$ cat src/hw/bcs_consts.svh
// Named constants for the battery charge sequencer: clock rate, time base,
// charger intervals and status pulse train figures.
// Assumes inclusion by bare name from every design file that needs a figure.
`ifndef BCS_CONSTS_SVH
`define BCS_CONSTS_SVH

`define BCS_CLK_HZ          125000000
`define BCS_HZ_PER_MHZ      1000000
`define BCS_US_PER_S        1000000
`define BCS_MHZ_PER_HZ      1000

// Internal time base, one tick per period
`define BCS_TICK_US         1000

// Charger intervals, in their own units
`define BCS_TRICKLE_LIMIT_S 1800
`define BCS_SAFETY_S        14400
`define BCS_DEGLITCH_US     1300

// Timer and counter widths
`define BCS_TIMER_W         32
`define BCS_STEP_W          8
`define BCS_PHASE_W         4
`define BCS_BLINK_W         16

// Status pulse train: 35 kHz carrier cut into sixteen duty steps
`define BCS_PWM_HZ          35000
`define BCS_PWM_STEPS       16
`define BCS_STEP_CYCLES     (`BCS_CLK_HZ / (`BCS_PWM_HZ * `BCS_PWM_STEPS))

// Duty in sixteenths of a carrier period the pin is pulled low
`define BCS_DUTY_THERM_LO   4'h1
`define BCS_DUTY_THERM_HI   4'hf
`define BCS_DUTY_BAD_LO     4'h2
`define BCS_DUTY_BAD_HI     4'he

// Blink rates in millihertz, each duty level held for half a blink
`define BCS_THERM_BLINK_MHZ 1500
`define BCS_BAD_BLINK_MHZ   6100

`endif

$ cat src/hw/bcs_pkg.sv
// Types shared by the battery charge sequencer files.
// Assumes nothing beyond a SystemVerilog compiler.
`default_nettype none

package bcs_pkg;

	typedef enum logic [2:0] {
		BCS_ST_OFF     = 3'h0,
		BCS_ST_TRICKLE = 3'h1,
		BCS_ST_CC      = 3'h3,
		BCS_ST_CV      = 3'h2,
		BCS_ST_DONE    = 3'h6,
		BCS_ST_BAD     = 3'h7
	} bcs_state_type;

	typedef enum logic [1:0] {
		BCS_FLT_NONE  = 2'h0,
		BCS_FLT_THERM = 2'h1,
		BCS_FLT_BAD   = 2'h2
	} bcs_fault_type;

	// Comparator and configuration levels from the analog side
	typedef struct packed {
		logic bus_suspend;
		logic bus_rise_ok;
		logic bus_fall_trip;
		logic bat_below_trickle;
		logic bat_at_float;
		logic bat_below_recharge;
		logic current_below_tenth;
		logic input_current_limit;
		logic thermistor_fault;
		logic out_below_bat;
	} bcs_sense_type;

	// Enables and selects toward the analog side
	typedef struct packed {
		logic switcher_en;
		logic suspend_ldo_en;
		logic ideal_diode_on;
		logic charge_en;
		logic trickle_current;
		logic float_regulate;
		logic yield_to_load;
	} bcs_power_type;

endpackage

`default_nettype wire

$ cat src/hw/bcs_charge_sequencer.sv
// Battery charge sequencer: input qualification, suspend handover, ideal
// diode enable, charge phases, timers, recharge and the status pin.
// Assumes analog comparators deliver levels asynchronous to clk_sys and
// an external pull-up on the open-drain status pin.
`include "bcs_consts.svh"
`default_nettype none

module bcs_charge_sequencer #(
	parameter int unsigned TICK_CYCLES       = `BCS_TICK_US * (`BCS_CLK_HZ / `BCS_HZ_PER_MHZ),
	parameter int unsigned TRICKLE_TICKS     = `BCS_TRICKLE_LIMIT_S * (`BCS_US_PER_S / `BCS_TICK_US),
	parameter int unsigned SAFETY_TICKS      = `BCS_SAFETY_S * (`BCS_US_PER_S / `BCS_TICK_US),
	parameter int unsigned DEGLITCH_CYCLES   = `BCS_DEGLITCH_US * (`BCS_CLK_HZ / `BCS_HZ_PER_MHZ),
	parameter int unsigned THERM_BLINK_PERIODS =
		`BCS_PWM_HZ * `BCS_MHZ_PER_HZ / (2 * `BCS_THERM_BLINK_MHZ),
	parameter int unsigned BAD_BLINK_PERIODS =
		`BCS_PWM_HZ * `BCS_MHZ_PER_HZ / (2 * `BCS_BAD_BLINK_MHZ)
) (
	input  wire logic                  clk_sys,
	input  wire logic                  reset,
	input  wire bcs_pkg::bcs_sense_type sense,
	output var  bcs_pkg::bcs_power_type power,
	output var  bcs_pkg::bcs_state_type charge_phase,
	input  wire logic                  charge_status_output_in,
	output var  logic                  charge_status_output_out,
	output var  logic                  charge_status_output_oe
);
	import bcs_pkg::*;

	localparam int SENSE_W = $bits(bcs_sense_type);

	// Three-stage synchronisers, a change counts once stages two and three agree
	logic [SENSE_W-1:0] sense_s1_reg;
	logic [SENSE_W-1:0] sense_s2_reg;
	logic [SENSE_W-1:0] sense_s3_reg;
	logic [SENSE_W-1:0] sense_filt_reg;
	bcs_sense_type      q;

	generate
		for (genvar i = 0; i < SENSE_W; i++) begin : g_sync
			always_ff @(posedge clk_sys) begin
				if (reset) begin
					sense_s1_reg[i]   <= 1'b0;
					sense_s2_reg[i]   <= 1'b0;
					sense_s3_reg[i]   <= 1'b0;
					sense_filt_reg[i] <= 1'b0;
				end else begin
					sense_s1_reg[i] <= sense[i];
					sense_s2_reg[i] <= sense_s1_reg[i];
					sense_s3_reg[i] <= sense_s2_reg[i];
					if (sense_s2_reg[i] == sense_s3_reg[i]) begin
						sense_filt_reg[i] <= sense_s3_reg[i];
					end
				end
			end
		end
	endgenerate

	assign q = bcs_sense_type'(sense_filt_reg);

	// Shared time base; long intervals count ticks, not cycles, to keep
	// the timers narrow
	logic [`BCS_TIMER_W-1:0] tick_cnt_reg;
	logic                    tick;

	assign tick = (tick_cnt_reg == `BCS_TIMER_W'(TICK_CYCLES - 1));

	always_ff @(posedge clk_sys) begin
		if (reset || tick) begin
			tick_cnt_reg <= '0;
		end else begin
			tick_cnt_reg <= tick_cnt_reg + `BCS_TIMER_W'(1);
		end
	end

	// Input qualification with hysteresis; trip wins over qualify
	logic uvlo_ok_reg;
	logic power_ok;

	always_ff @(posedge clk_sys) begin
		if (reset) begin
			uvlo_ok_reg <= 1'b0;
		end else if (q.bus_fall_trip) begin
			uvlo_ok_reg <= 1'b0;
		end else if (q.bus_rise_ok) begin
			uvlo_ok_reg <= 1'b1;
		end
	end

	// Charging needs the switcher, which suspend turns off
	assign power_ok = uvlo_ok_reg && !q.bus_suspend;

	// Recharge deglitch: counter saturates one past the limit, so the
	// event fires once per continuous excursion
	logic [`BCS_TIMER_W-1:0] dglt_cnt_reg;
	logic                    recharge_event;

	always_ff @(posedge clk_sys) begin
		if (reset || !q.bat_below_recharge) begin
			dglt_cnt_reg <= '0;
		end else if (dglt_cnt_reg <= `BCS_TIMER_W'(DEGLITCH_CYCLES)) begin
			dglt_cnt_reg <= dglt_cnt_reg + `BCS_TIMER_W'(1);
		end
	end

	assign recharge_event = q.bat_below_recharge
		&& (dglt_cnt_reg == `BCS_TIMER_W'(DEGLITCH_CYCLES));

	// Charge phase machine
	bcs_state_type           state_reg;
	bcs_state_type           state_next;
	bcs_state_type           start_state;
	logic [`BCS_TIMER_W-1:0] trickle_time_reg;
	logic [`BCS_TIMER_W-1:0] safety_time_reg;
	logic                    trickle_expired;
	logic                    safety_expired;
	logic                    charging;

	// Deep-discharge check made only when a cycle begins
	assign start_state = q.bat_below_trickle ? BCS_ST_TRICKLE : BCS_ST_CC;

	assign trickle_expired = (trickle_time_reg > `BCS_TIMER_W'(TRICKLE_TICKS));
	assign safety_expired  = (safety_time_reg >= `BCS_TIMER_W'(SAFETY_TICKS));

	always_comb begin
		state_next = state_reg;
		unique case (state_reg)
			BCS_ST_OFF: begin
				// Loss of input always lands here, so a return restarts afresh
				if (power_ok) begin
					state_next = start_state;
				end
			end
			BCS_ST_TRICKLE: begin
				if (!power_ok) begin
					state_next = BCS_ST_OFF;
				end else if (trickle_expired) begin
					state_next = BCS_ST_BAD;
				end else if (!q.bat_below_trickle) begin
					state_next = BCS_ST_CC;
				end
			end
			BCS_ST_CC: begin
				if (!power_ok) begin
					state_next = BCS_ST_OFF;
				end else if (q.bat_at_float) begin
					state_next = BCS_ST_CV;
				end
			end
			BCS_ST_CV: begin
				if (!power_ok) begin
					state_next = BCS_ST_OFF;
				end else if (safety_expired) begin
					state_next = BCS_ST_DONE;
				end
			end
			BCS_ST_DONE: begin
				if (!power_ok) begin
					state_next = BCS_ST_OFF;
				end else if (recharge_event) begin
					state_next = start_state;
				end
			end
			BCS_ST_BAD: begin
				// Bad cell latches until the input drops out
				if (!power_ok) begin
					state_next = BCS_ST_OFF;
				end
			end
			default: begin
				state_next = BCS_ST_OFF;
			end
		endcase
	end

	always_ff @(posedge clk_sys) begin
		if (reset) begin
			state_reg <= BCS_ST_OFF;
		end else begin
			state_reg <= state_next;
		end
	end

	assign charging = (state_reg == BCS_ST_TRICKLE) || (state_reg == BCS_ST_CC)
		|| (state_reg == BCS_ST_CV);

	// Trickle timer keeps running through thermal pauses
	always_ff @(posedge clk_sys) begin
		if (reset || state_reg != BCS_ST_TRICKLE) begin
			trickle_time_reg <= '0;
		end else if (tick && !trickle_expired) begin
			trickle_time_reg <= trickle_time_reg + `BCS_TIMER_W'(1);
		end
	end

	// Safety timer runs only in float, held during thermal faults
	always_ff @(posedge clk_sys) begin
		if (reset || state_reg != BCS_ST_CV) begin
			safety_time_reg <= '0;
		end else if (recharge_event) begin
			safety_time_reg <= '0;
		end else if (tick && !q.thermistor_fault && !safety_expired) begin
			safety_time_reg <= safety_time_reg + `BCS_TIMER_W'(1);
		end
	end

	// Drive toward the power stage
	always_ff @(posedge clk_sys) begin
		if (reset) begin
			power <= '0;
		end else begin
			power.ideal_diode_on  <= q.out_below_bat;
			power.switcher_en     <= uvlo_ok_reg && !q.bus_suspend;
			power.suspend_ldo_en  <= uvlo_ok_reg && q.bus_suspend;
			power.charge_en       <= charging && power_ok && !q.thermistor_fault;
			power.trickle_current <= (state_reg == BCS_ST_TRICKLE);
			power.float_regulate  <= (state_reg == BCS_ST_CV);
			power.yield_to_load   <= charging && q.input_current_limit;
		end
	end

	always_ff @(posedge clk_sys) begin
		if (reset) begin
			charge_phase <= BCS_ST_OFF;
		end else begin
			charge_phase <= state_reg;
		end
	end

	// End-of-charge indication; a current-limited input can look like a
	// tapered current, so the tenth threshold is masked then
	logic end_of_charge_reg;

	always_ff @(posedge clk_sys) begin
		if (reset || (state_reg != BCS_ST_CV && state_reg != BCS_ST_DONE)) begin
			end_of_charge_reg <= 1'b0;
		end else if (state_reg == BCS_ST_CV && q.bat_at_float && q.current_below_tenth
				&& !q.input_current_limit) begin
			end_of_charge_reg <= 1'b1;
		end
	end

	// Status pin
	bcs_fault_type fault_kind;
	logic          pwm_pull;

	always_comb begin
		fault_kind = BCS_FLT_NONE;
		if (state_reg == BCS_ST_BAD) begin
			fault_kind = BCS_FLT_BAD;
		end else if (charging && q.thermistor_fault) begin
			fault_kind = BCS_FLT_THERM;
		end
	end

	bcs_status_pwm #(
		.THERM_BLINK_PERIODS (THERM_BLINK_PERIODS),
		.BAD_BLINK_PERIODS   (BAD_BLINK_PERIODS)
	) u_status_pwm (
		.clk_sys  (clk_sys),
		.reset    (reset),
		.fault    (fault_kind),
		.pull_low (pwm_pull)
	);

	// Open drain: only ever drives low, enable carries the pattern
	assign charge_status_output_out = 1'b0;

	always_ff @(posedge clk_sys) begin
		if (reset) begin
			charge_status_output_oe <= 1'b0;
		end else if (fault_kind != BCS_FLT_NONE) begin
			charge_status_output_oe <= pwm_pull;
		end else begin
			charge_status_output_oe <= charging && !end_of_charge_reg;
		end
	end

endmodule

`default_nettype wire

$ cat src/hw/bcs_status_pwm.sv
// Fault pulse generator for the charge status pin: 35 kHz carrier whose
// duty swaps between a low and a high value at a per-fault blink rate.
// Assumes one clock, synchronous active-high reset, fault from same domain.
`include "bcs_consts.svh"
`default_nettype none

module bcs_status_pwm #(
	parameter int unsigned THERM_BLINK_PERIODS = 11666,
	parameter int unsigned BAD_BLINK_PERIODS   = 2868
) (
	input  wire logic                  clk_sys,
	input  wire logic                  reset,
	input  wire bcs_pkg::bcs_fault_type fault,
	output var  logic                  pull_low
);
	import bcs_pkg::*;

	logic [`BCS_STEP_W-1:0]  step_reg;
	logic [`BCS_PHASE_W-1:0] phase_reg;
	logic [`BCS_BLINK_W-1:0] blink_reg;
	logic                    level_high_reg;
	logic                    period_end;
	logic [`BCS_BLINK_W-1:0] blink_limit;
	logic [`BCS_PHASE_W-1:0] duty;
	bcs_fault_type           fault_prev_reg;

	assign period_end = (step_reg == `BCS_STEP_W'(`BCS_STEP_CYCLES - 1))
		&& (phase_reg == `BCS_PHASE_W'(`BCS_PWM_STEPS - 1));

	always_comb begin
		blink_limit = `BCS_BLINK_W'(THERM_BLINK_PERIODS - 1);
		duty        = level_high_reg ? `BCS_DUTY_THERM_HI : `BCS_DUTY_THERM_LO;
		if (fault == BCS_FLT_BAD) begin
			blink_limit = `BCS_BLINK_W'(BAD_BLINK_PERIODS - 1);
			duty        = level_high_reg ? `BCS_DUTY_BAD_HI : `BCS_DUTY_BAD_LO;
		end
	end

	// Carrier: sixteen steps of equal length form one period
	always_ff @(posedge clk_sys) begin
		fault_prev_reg <= reset ? BCS_FLT_NONE : fault;
		if (reset || fault == BCS_FLT_NONE || fault != fault_prev_reg) begin
			step_reg  <= '0;
			phase_reg <= '0;
		end else if (step_reg == `BCS_STEP_W'(`BCS_STEP_CYCLES - 1)) begin
			step_reg  <= '0;
			phase_reg <= phase_reg + `BCS_PHASE_W'(1);
		end else begin
			step_reg <= step_reg + `BCS_STEP_W'(1);
		end
	end

	// Blink: swap duty level every half blink, counted in whole periods
	// so a swap never cuts a carrier period short
	always_ff @(posedge clk_sys) begin
		if (reset || fault == BCS_FLT_NONE || fault != fault_prev_reg) begin
			blink_reg      <= '0;
			level_high_reg <= 1'b0;
		end else if (period_end) begin
			if (blink_reg >= blink_limit) begin
				blink_reg      <= '0;
				level_high_reg <= ~level_high_reg;
			end else begin
				blink_reg <= blink_reg + `BCS_BLINK_W'(1);
			end
		end
	end

	always_ff @(posedge clk_sys) begin
		if (reset || fault == BCS_FLT_NONE) begin
			pull_low <= 1'b0;
		end else begin
			pull_low <= (phase_reg < duty);
		end
	end

endmodule

`default_nettype wire

$ cat config.mk
export PLATFORM = sky130hd
export DESIGN_NAME = bcs_charge_sequencer
export DESIGN_NICKNAME = d
export VERILOG_FILES = /design/src/hw/bcs_pkg.sv /design/src/hw/bcs_charge_sequencer.sv /design/src/hw/bcs_status_pwm.sv
export VERILOG_INCLUDE_DIRS = /design/src /design/src/hw
export SDC_FILE = /design/constraint.sdc
export NUM_CORES = 1
export LEC_CHECK = 0
export ABC_AREA = 1
export CAP_MARGIN = 15
export CORE_ASPECT_RATIO = 2
export CORE_MARGIN = 10
export CORE_UTILIZATION = 45
export CTS_CLUSTER_SIZE = 20
export DETAILED_ROUTE_END_ITERATION = 8
export DONT_BUFFER_PORTS = 1
export REMOVE_ABC_BUFFERS = 1
export SYNTH_ARGS = -nofsm -noshare
export SYNTH_HDL_FRONTEND = slang
export SYNTH_SLANG_ARGS = --single-unit
$ cat constraint.sdc
create_clock -name clk_sys -period 2.5 [get_ports clk_sys]
set_clock_uncertainty 0.1 [all_clocks]
set_input_delay 0.125 -clock clk_sys [delete_from_list [all_inputs] [get_ports clk_sys]]
set_output_delay 0.125 -clock clk_sys [all_outputs]
set_load 0.01 [all_outputs]
==> summary.md <==
| Metric | Value |
|---|---|
| Register bit count reported by yosys | `216` |
| Share of layout cells above drive strength 1 | `4.99%` |
| Critical Path RT | `~2.8 ns` |
| Max_cap viols | `0` |
| Peak VDD IR | `roughly 0.00056 V` |
| Layout area overhead | `12.2%` |
| CP Max Fanout | `12` |
| Vias in the first global route | `approximately 8400` |
| Number of port buffers | `0` |
| Remaining global-route overflow | `0` |
| Final Non-Filler Cells | `roughly 1700` |
| Pwr dens | `~640 nW/µm²` |
| Clock tree buffer depth | `3` |
| DRC violations left | `0` |
| Nets | `1483` |
| HP Class | `input port to flop` |
| R2r startpoint | `state_reg[2]$_SDFFE_PP0P_` |
| Final period util | `about nine tenths` |
| Area of the multi-input gates | `4850 µm²` |
| Sequential cell area | `4320 µm²` |
| Setup TNS | `0 ns` |
| Met3 wire length | `582 µm` |
| DP HPWL | `about 17000 µm` |
| Hold Worst Slack | `roughly 0.18 ns` |
| Fill cells | `between 2000 and 2500` |
| Post-CTS setup buffer count | `0` |
| Distinct cells, synth | `46` |
| IO Count | `25` |
| Crit path capture type | `flop` |
| Internal reg-to-reg setup slack | `~0.22 ns` |
| CP Class | `flop to flop` |
| Met2 routed WL | `roughly 13000 µm` |
| Hold Path Depth | `3` |
| Clk Latency, worst-skew pair | `roughly 0.5 ns` |
| DIE WIDTH | `approximately 130 µm` |
| Pre-CTS setup slack | `-0.0189 ns` |
| WL met1 | `~8700 µm` |
| Worst Path Arrival | `roughly 2.6 ns` |
| Initial Util | `45.7%` |
| Fmax | `around 440 MHz` |
| Post-synthesis sequential area ratio | `between 40% and 50%` |
| CTS tree | `built` |
| Pins Over Slew Limit | `0` |
| Clock Sinks | `between 200 and 250` |
| Dpl cells | `about 1700` |
| Via density | `4.99` |
| Clk pin slew, worst setup/hold paths | `around 0.06 ns` |
| Ant diodes | `0` |
| Root Buffer | `clkbuf_16` |
| End of the worst hold path | `sense_s1_reg[2]$_SDFF_PP0_` |
| Gpl congestion | `0.873` |
| Reg2reg path depth | `13` |
| Row count | `between 70 and 80` |
| Die extent in y | `around 230 µm` |
| Final min period | `between 2 and 2.5 ns` |
| Total power | `7.23 mW` |
| Synth Warn # | `0` |
| Status | `finished clean` |
| Htree depth | `1` |
| Worst Min Path Start | `sense[2]` |
| Core box area | `~22000 µm²` |
| RSZ-0062 raised after global routing | `no` |
| Post-route setup slack | `approximately 0.22 ns` |
| Worst-Margin Slew | `0.976 ns` |
| Count of final setup violators | `0` |
| Total number of vias | `around 8700` |
| Headroom to the max-slew limit | `a little over a third` |
| Syn avg cell area | `about 7 µm²` |
| Pleak | `approximately 4.2 nW` |
| Initial DRC Count | `359` |
| Total Routing Usage GR | `15.1%` |
| Die area | `between 20000 and 30000 µm²` |
| First-pass DRT Iterations | `4` |
| Final WL | `23000 µm` |
| Cts bufs inserted | `21` |
| Synth Instances | `approximately 1400` |
| Antenna violations before repair | `0` |
| DR WL/cell | `13.2 µm` |
| Largest net degree at the start of global routing | `54` |
| Type of origin of the critical path | `flop` |
| Reg2reg end | `u_status_pwm.blink_reg[2]$_SDFFE_PP0P_` |
| Post-route ant nets | `0` |
| Final Hold Fails | `0` |
| Top routing layer used | `met4` |
| Post-synthesis instance area | `between 10000 and 15000 µm²` |
| First-pass GRT wire length | `about 38000 µm` |
## placed cells by master (no fill, tap or decap), types with 4 or more instances in the layout
master	count
clkbuf_16	21
a21oi_1	103
nor3_1	42
nor2_1	248
o21ai_0	15
dfxtp_1	216
buf_4	18
a211oi_1	6
ha_1	20
nor3b_1	5
xor2_1	50
inv_1	194
nand2_1	285
clkbuf_1	4
nand4_1	40
nand3_1	97
dlygate4sd3_1	12
clkinv_2	5
xnor2_1	23
nor4_1	8
## where the power goes
| group | internal, mW | total (mW) | switching (mW) |
|---|---|---|---|
| combinational | 0.153 | 0.441 | 0.288 |
| clock | 1.92 | 3.26 | 1.34 |
| sequential | 3.50 | 3.53 | 0.0341 |
## through the flow
| stage | area [µm²] | util, % |
|---|---|---|
| after floorplan | 9910 | - |
| after global placement | 10500 | 47.4 |
| after detailed placement | 10500 | 47.4 |
| after CTS | 11300 | 51.2 |
| after global routing | 11300 | 51.3 |
| final | 11300 | 51.3 |
## cell usage after synthesis (all sizes together)
library cell	instances	area (µm²)
inv	197	739
nor4	8	50.1
nor3	45	246
o21bai	1	7.51
o211a	1	10.0
nor2	253	976
o41ai	1	8.76
a22oi	1	7.51
nor3b	5	37.5
a21o	1	7.51
nand3b	2	15.0
or2	5	31.3
ha	20	250
o2111ai	1	8.76
conb	1	3.75
a211oi	6	45.0
a31oi	2	12.5
and2	1	6.26
o21a	2	15.0
clkbuf	15	56.3
nand2	288	1090
mux2i	1	10.0
xor2	50	438
o211ai	1	7.51
xnor2	23	201
nand4	40	250
clkinv	2	7.51
a21oi	103	515
nand3	99	505
o21ai	15	75.1
and3	1	6.26
o31ai	1	7.51
dfxtp	216	4320
buf	19	105
## layout make-up
| class | instances | share of cell area [%] |
|---|---|---|
| Multi-Input combinational cell | 978 | 42.9 |
| Sequential cell | 216 | 38.2 |
| Inverter | 199 | 6.61 |
| Clock buffer | 27 | 5.02 |
| Tap cell | 276 | 3.05 |
| Timing Repair Buffer | 34 | 3.03 |
| Clock inverter | 10 | 1.15 |
## worst max-delay path, stage by stage (launching register included)
cell     delay [ns]
dfxtp_1        0.39
inv_2          0.09
nor2_4         0.20
inv_1          0.12
ha_1           0.30
a21oi_1        0.14
nand2_1        0.07
nand4_1        0.07
nand2_1        0.06
nand2_1        0.06
nand2_1        0.09
nand2_1        0.13
nand2_2        0.18
nor3b_1        0.20
## cells by family (layout without fill, tap and decap cells)
kind of cell | Yosys count | after routing | synth area share, %
AND/OR/NAND/NOR | 747 | 747 | 31.9
buffers and inverters | 233 | 270 | 9.02
flip-flops | 216 | 216 | 42.9
AO/OA/AOI/OAI | 136 | 136 | 7.23
XOR/XNOR | 73 | 73 | 6.35
adder cells (fa/ha/maj) | 20 | 20 | 2.48
other | 1 | 1 | 0.0372
multiplexers | 1 | 1 | 0.0994
## worst max-delay path by stage
stage,start,end,slack (ns),cells past startpoint
3_3_place_gp,state_reg[2]$_SDFFE_PP0P_,u_status_pwm.blink_reg[2]$_SDFFE_PP0P_,0.02,13
3_5_place_dp,state_reg[2]$_SDFFE_PP0P_,u_status_pwm.blink_reg[2]$_SDFFE_PP0P_,-0.02,13
2_1_floorplan,state_reg[1]$_SDFFE_PP0P_,u_status_pwm.blink_reg[2]$_SDFFE_PP0P_,0.34,13
5_1_grt,state_reg[2]$_SDFFE_PP0P_,u_status_pwm.blink_reg[2]$_SDFFE_PP0P_,0.02,13
6_report,state_reg[2]$_SDFFE_PP0P_,u_status_pwm.blink_reg[2]$_SDFFE_PP0P_,0.22,13
4_1_cts,state_reg[2]$_SDFFE_PP0P_,u_status_pwm.blink_reg[2]$_SDFFE_PP0P_,0.1,13
## metal layers
layer / up-vias / GRT usage, %
li1: 4563 / -
met1: 3950 / 13.9
met2: 106 / 30.8
met3: 57 / 1.97
met4: 0 / 7.36
met5: - / 0
## repair_timing
| action | 4_1_cts | 5_1_grt |
|---|---|---|
| gates resized for setup | 1 | 1 |
| setup endpoints to repair | 1 | 7 |
| hold endpoints to repair | 113 | 0 |
| hold buffers | 13 | 0 |
Power figures use the tool's default switching activity.
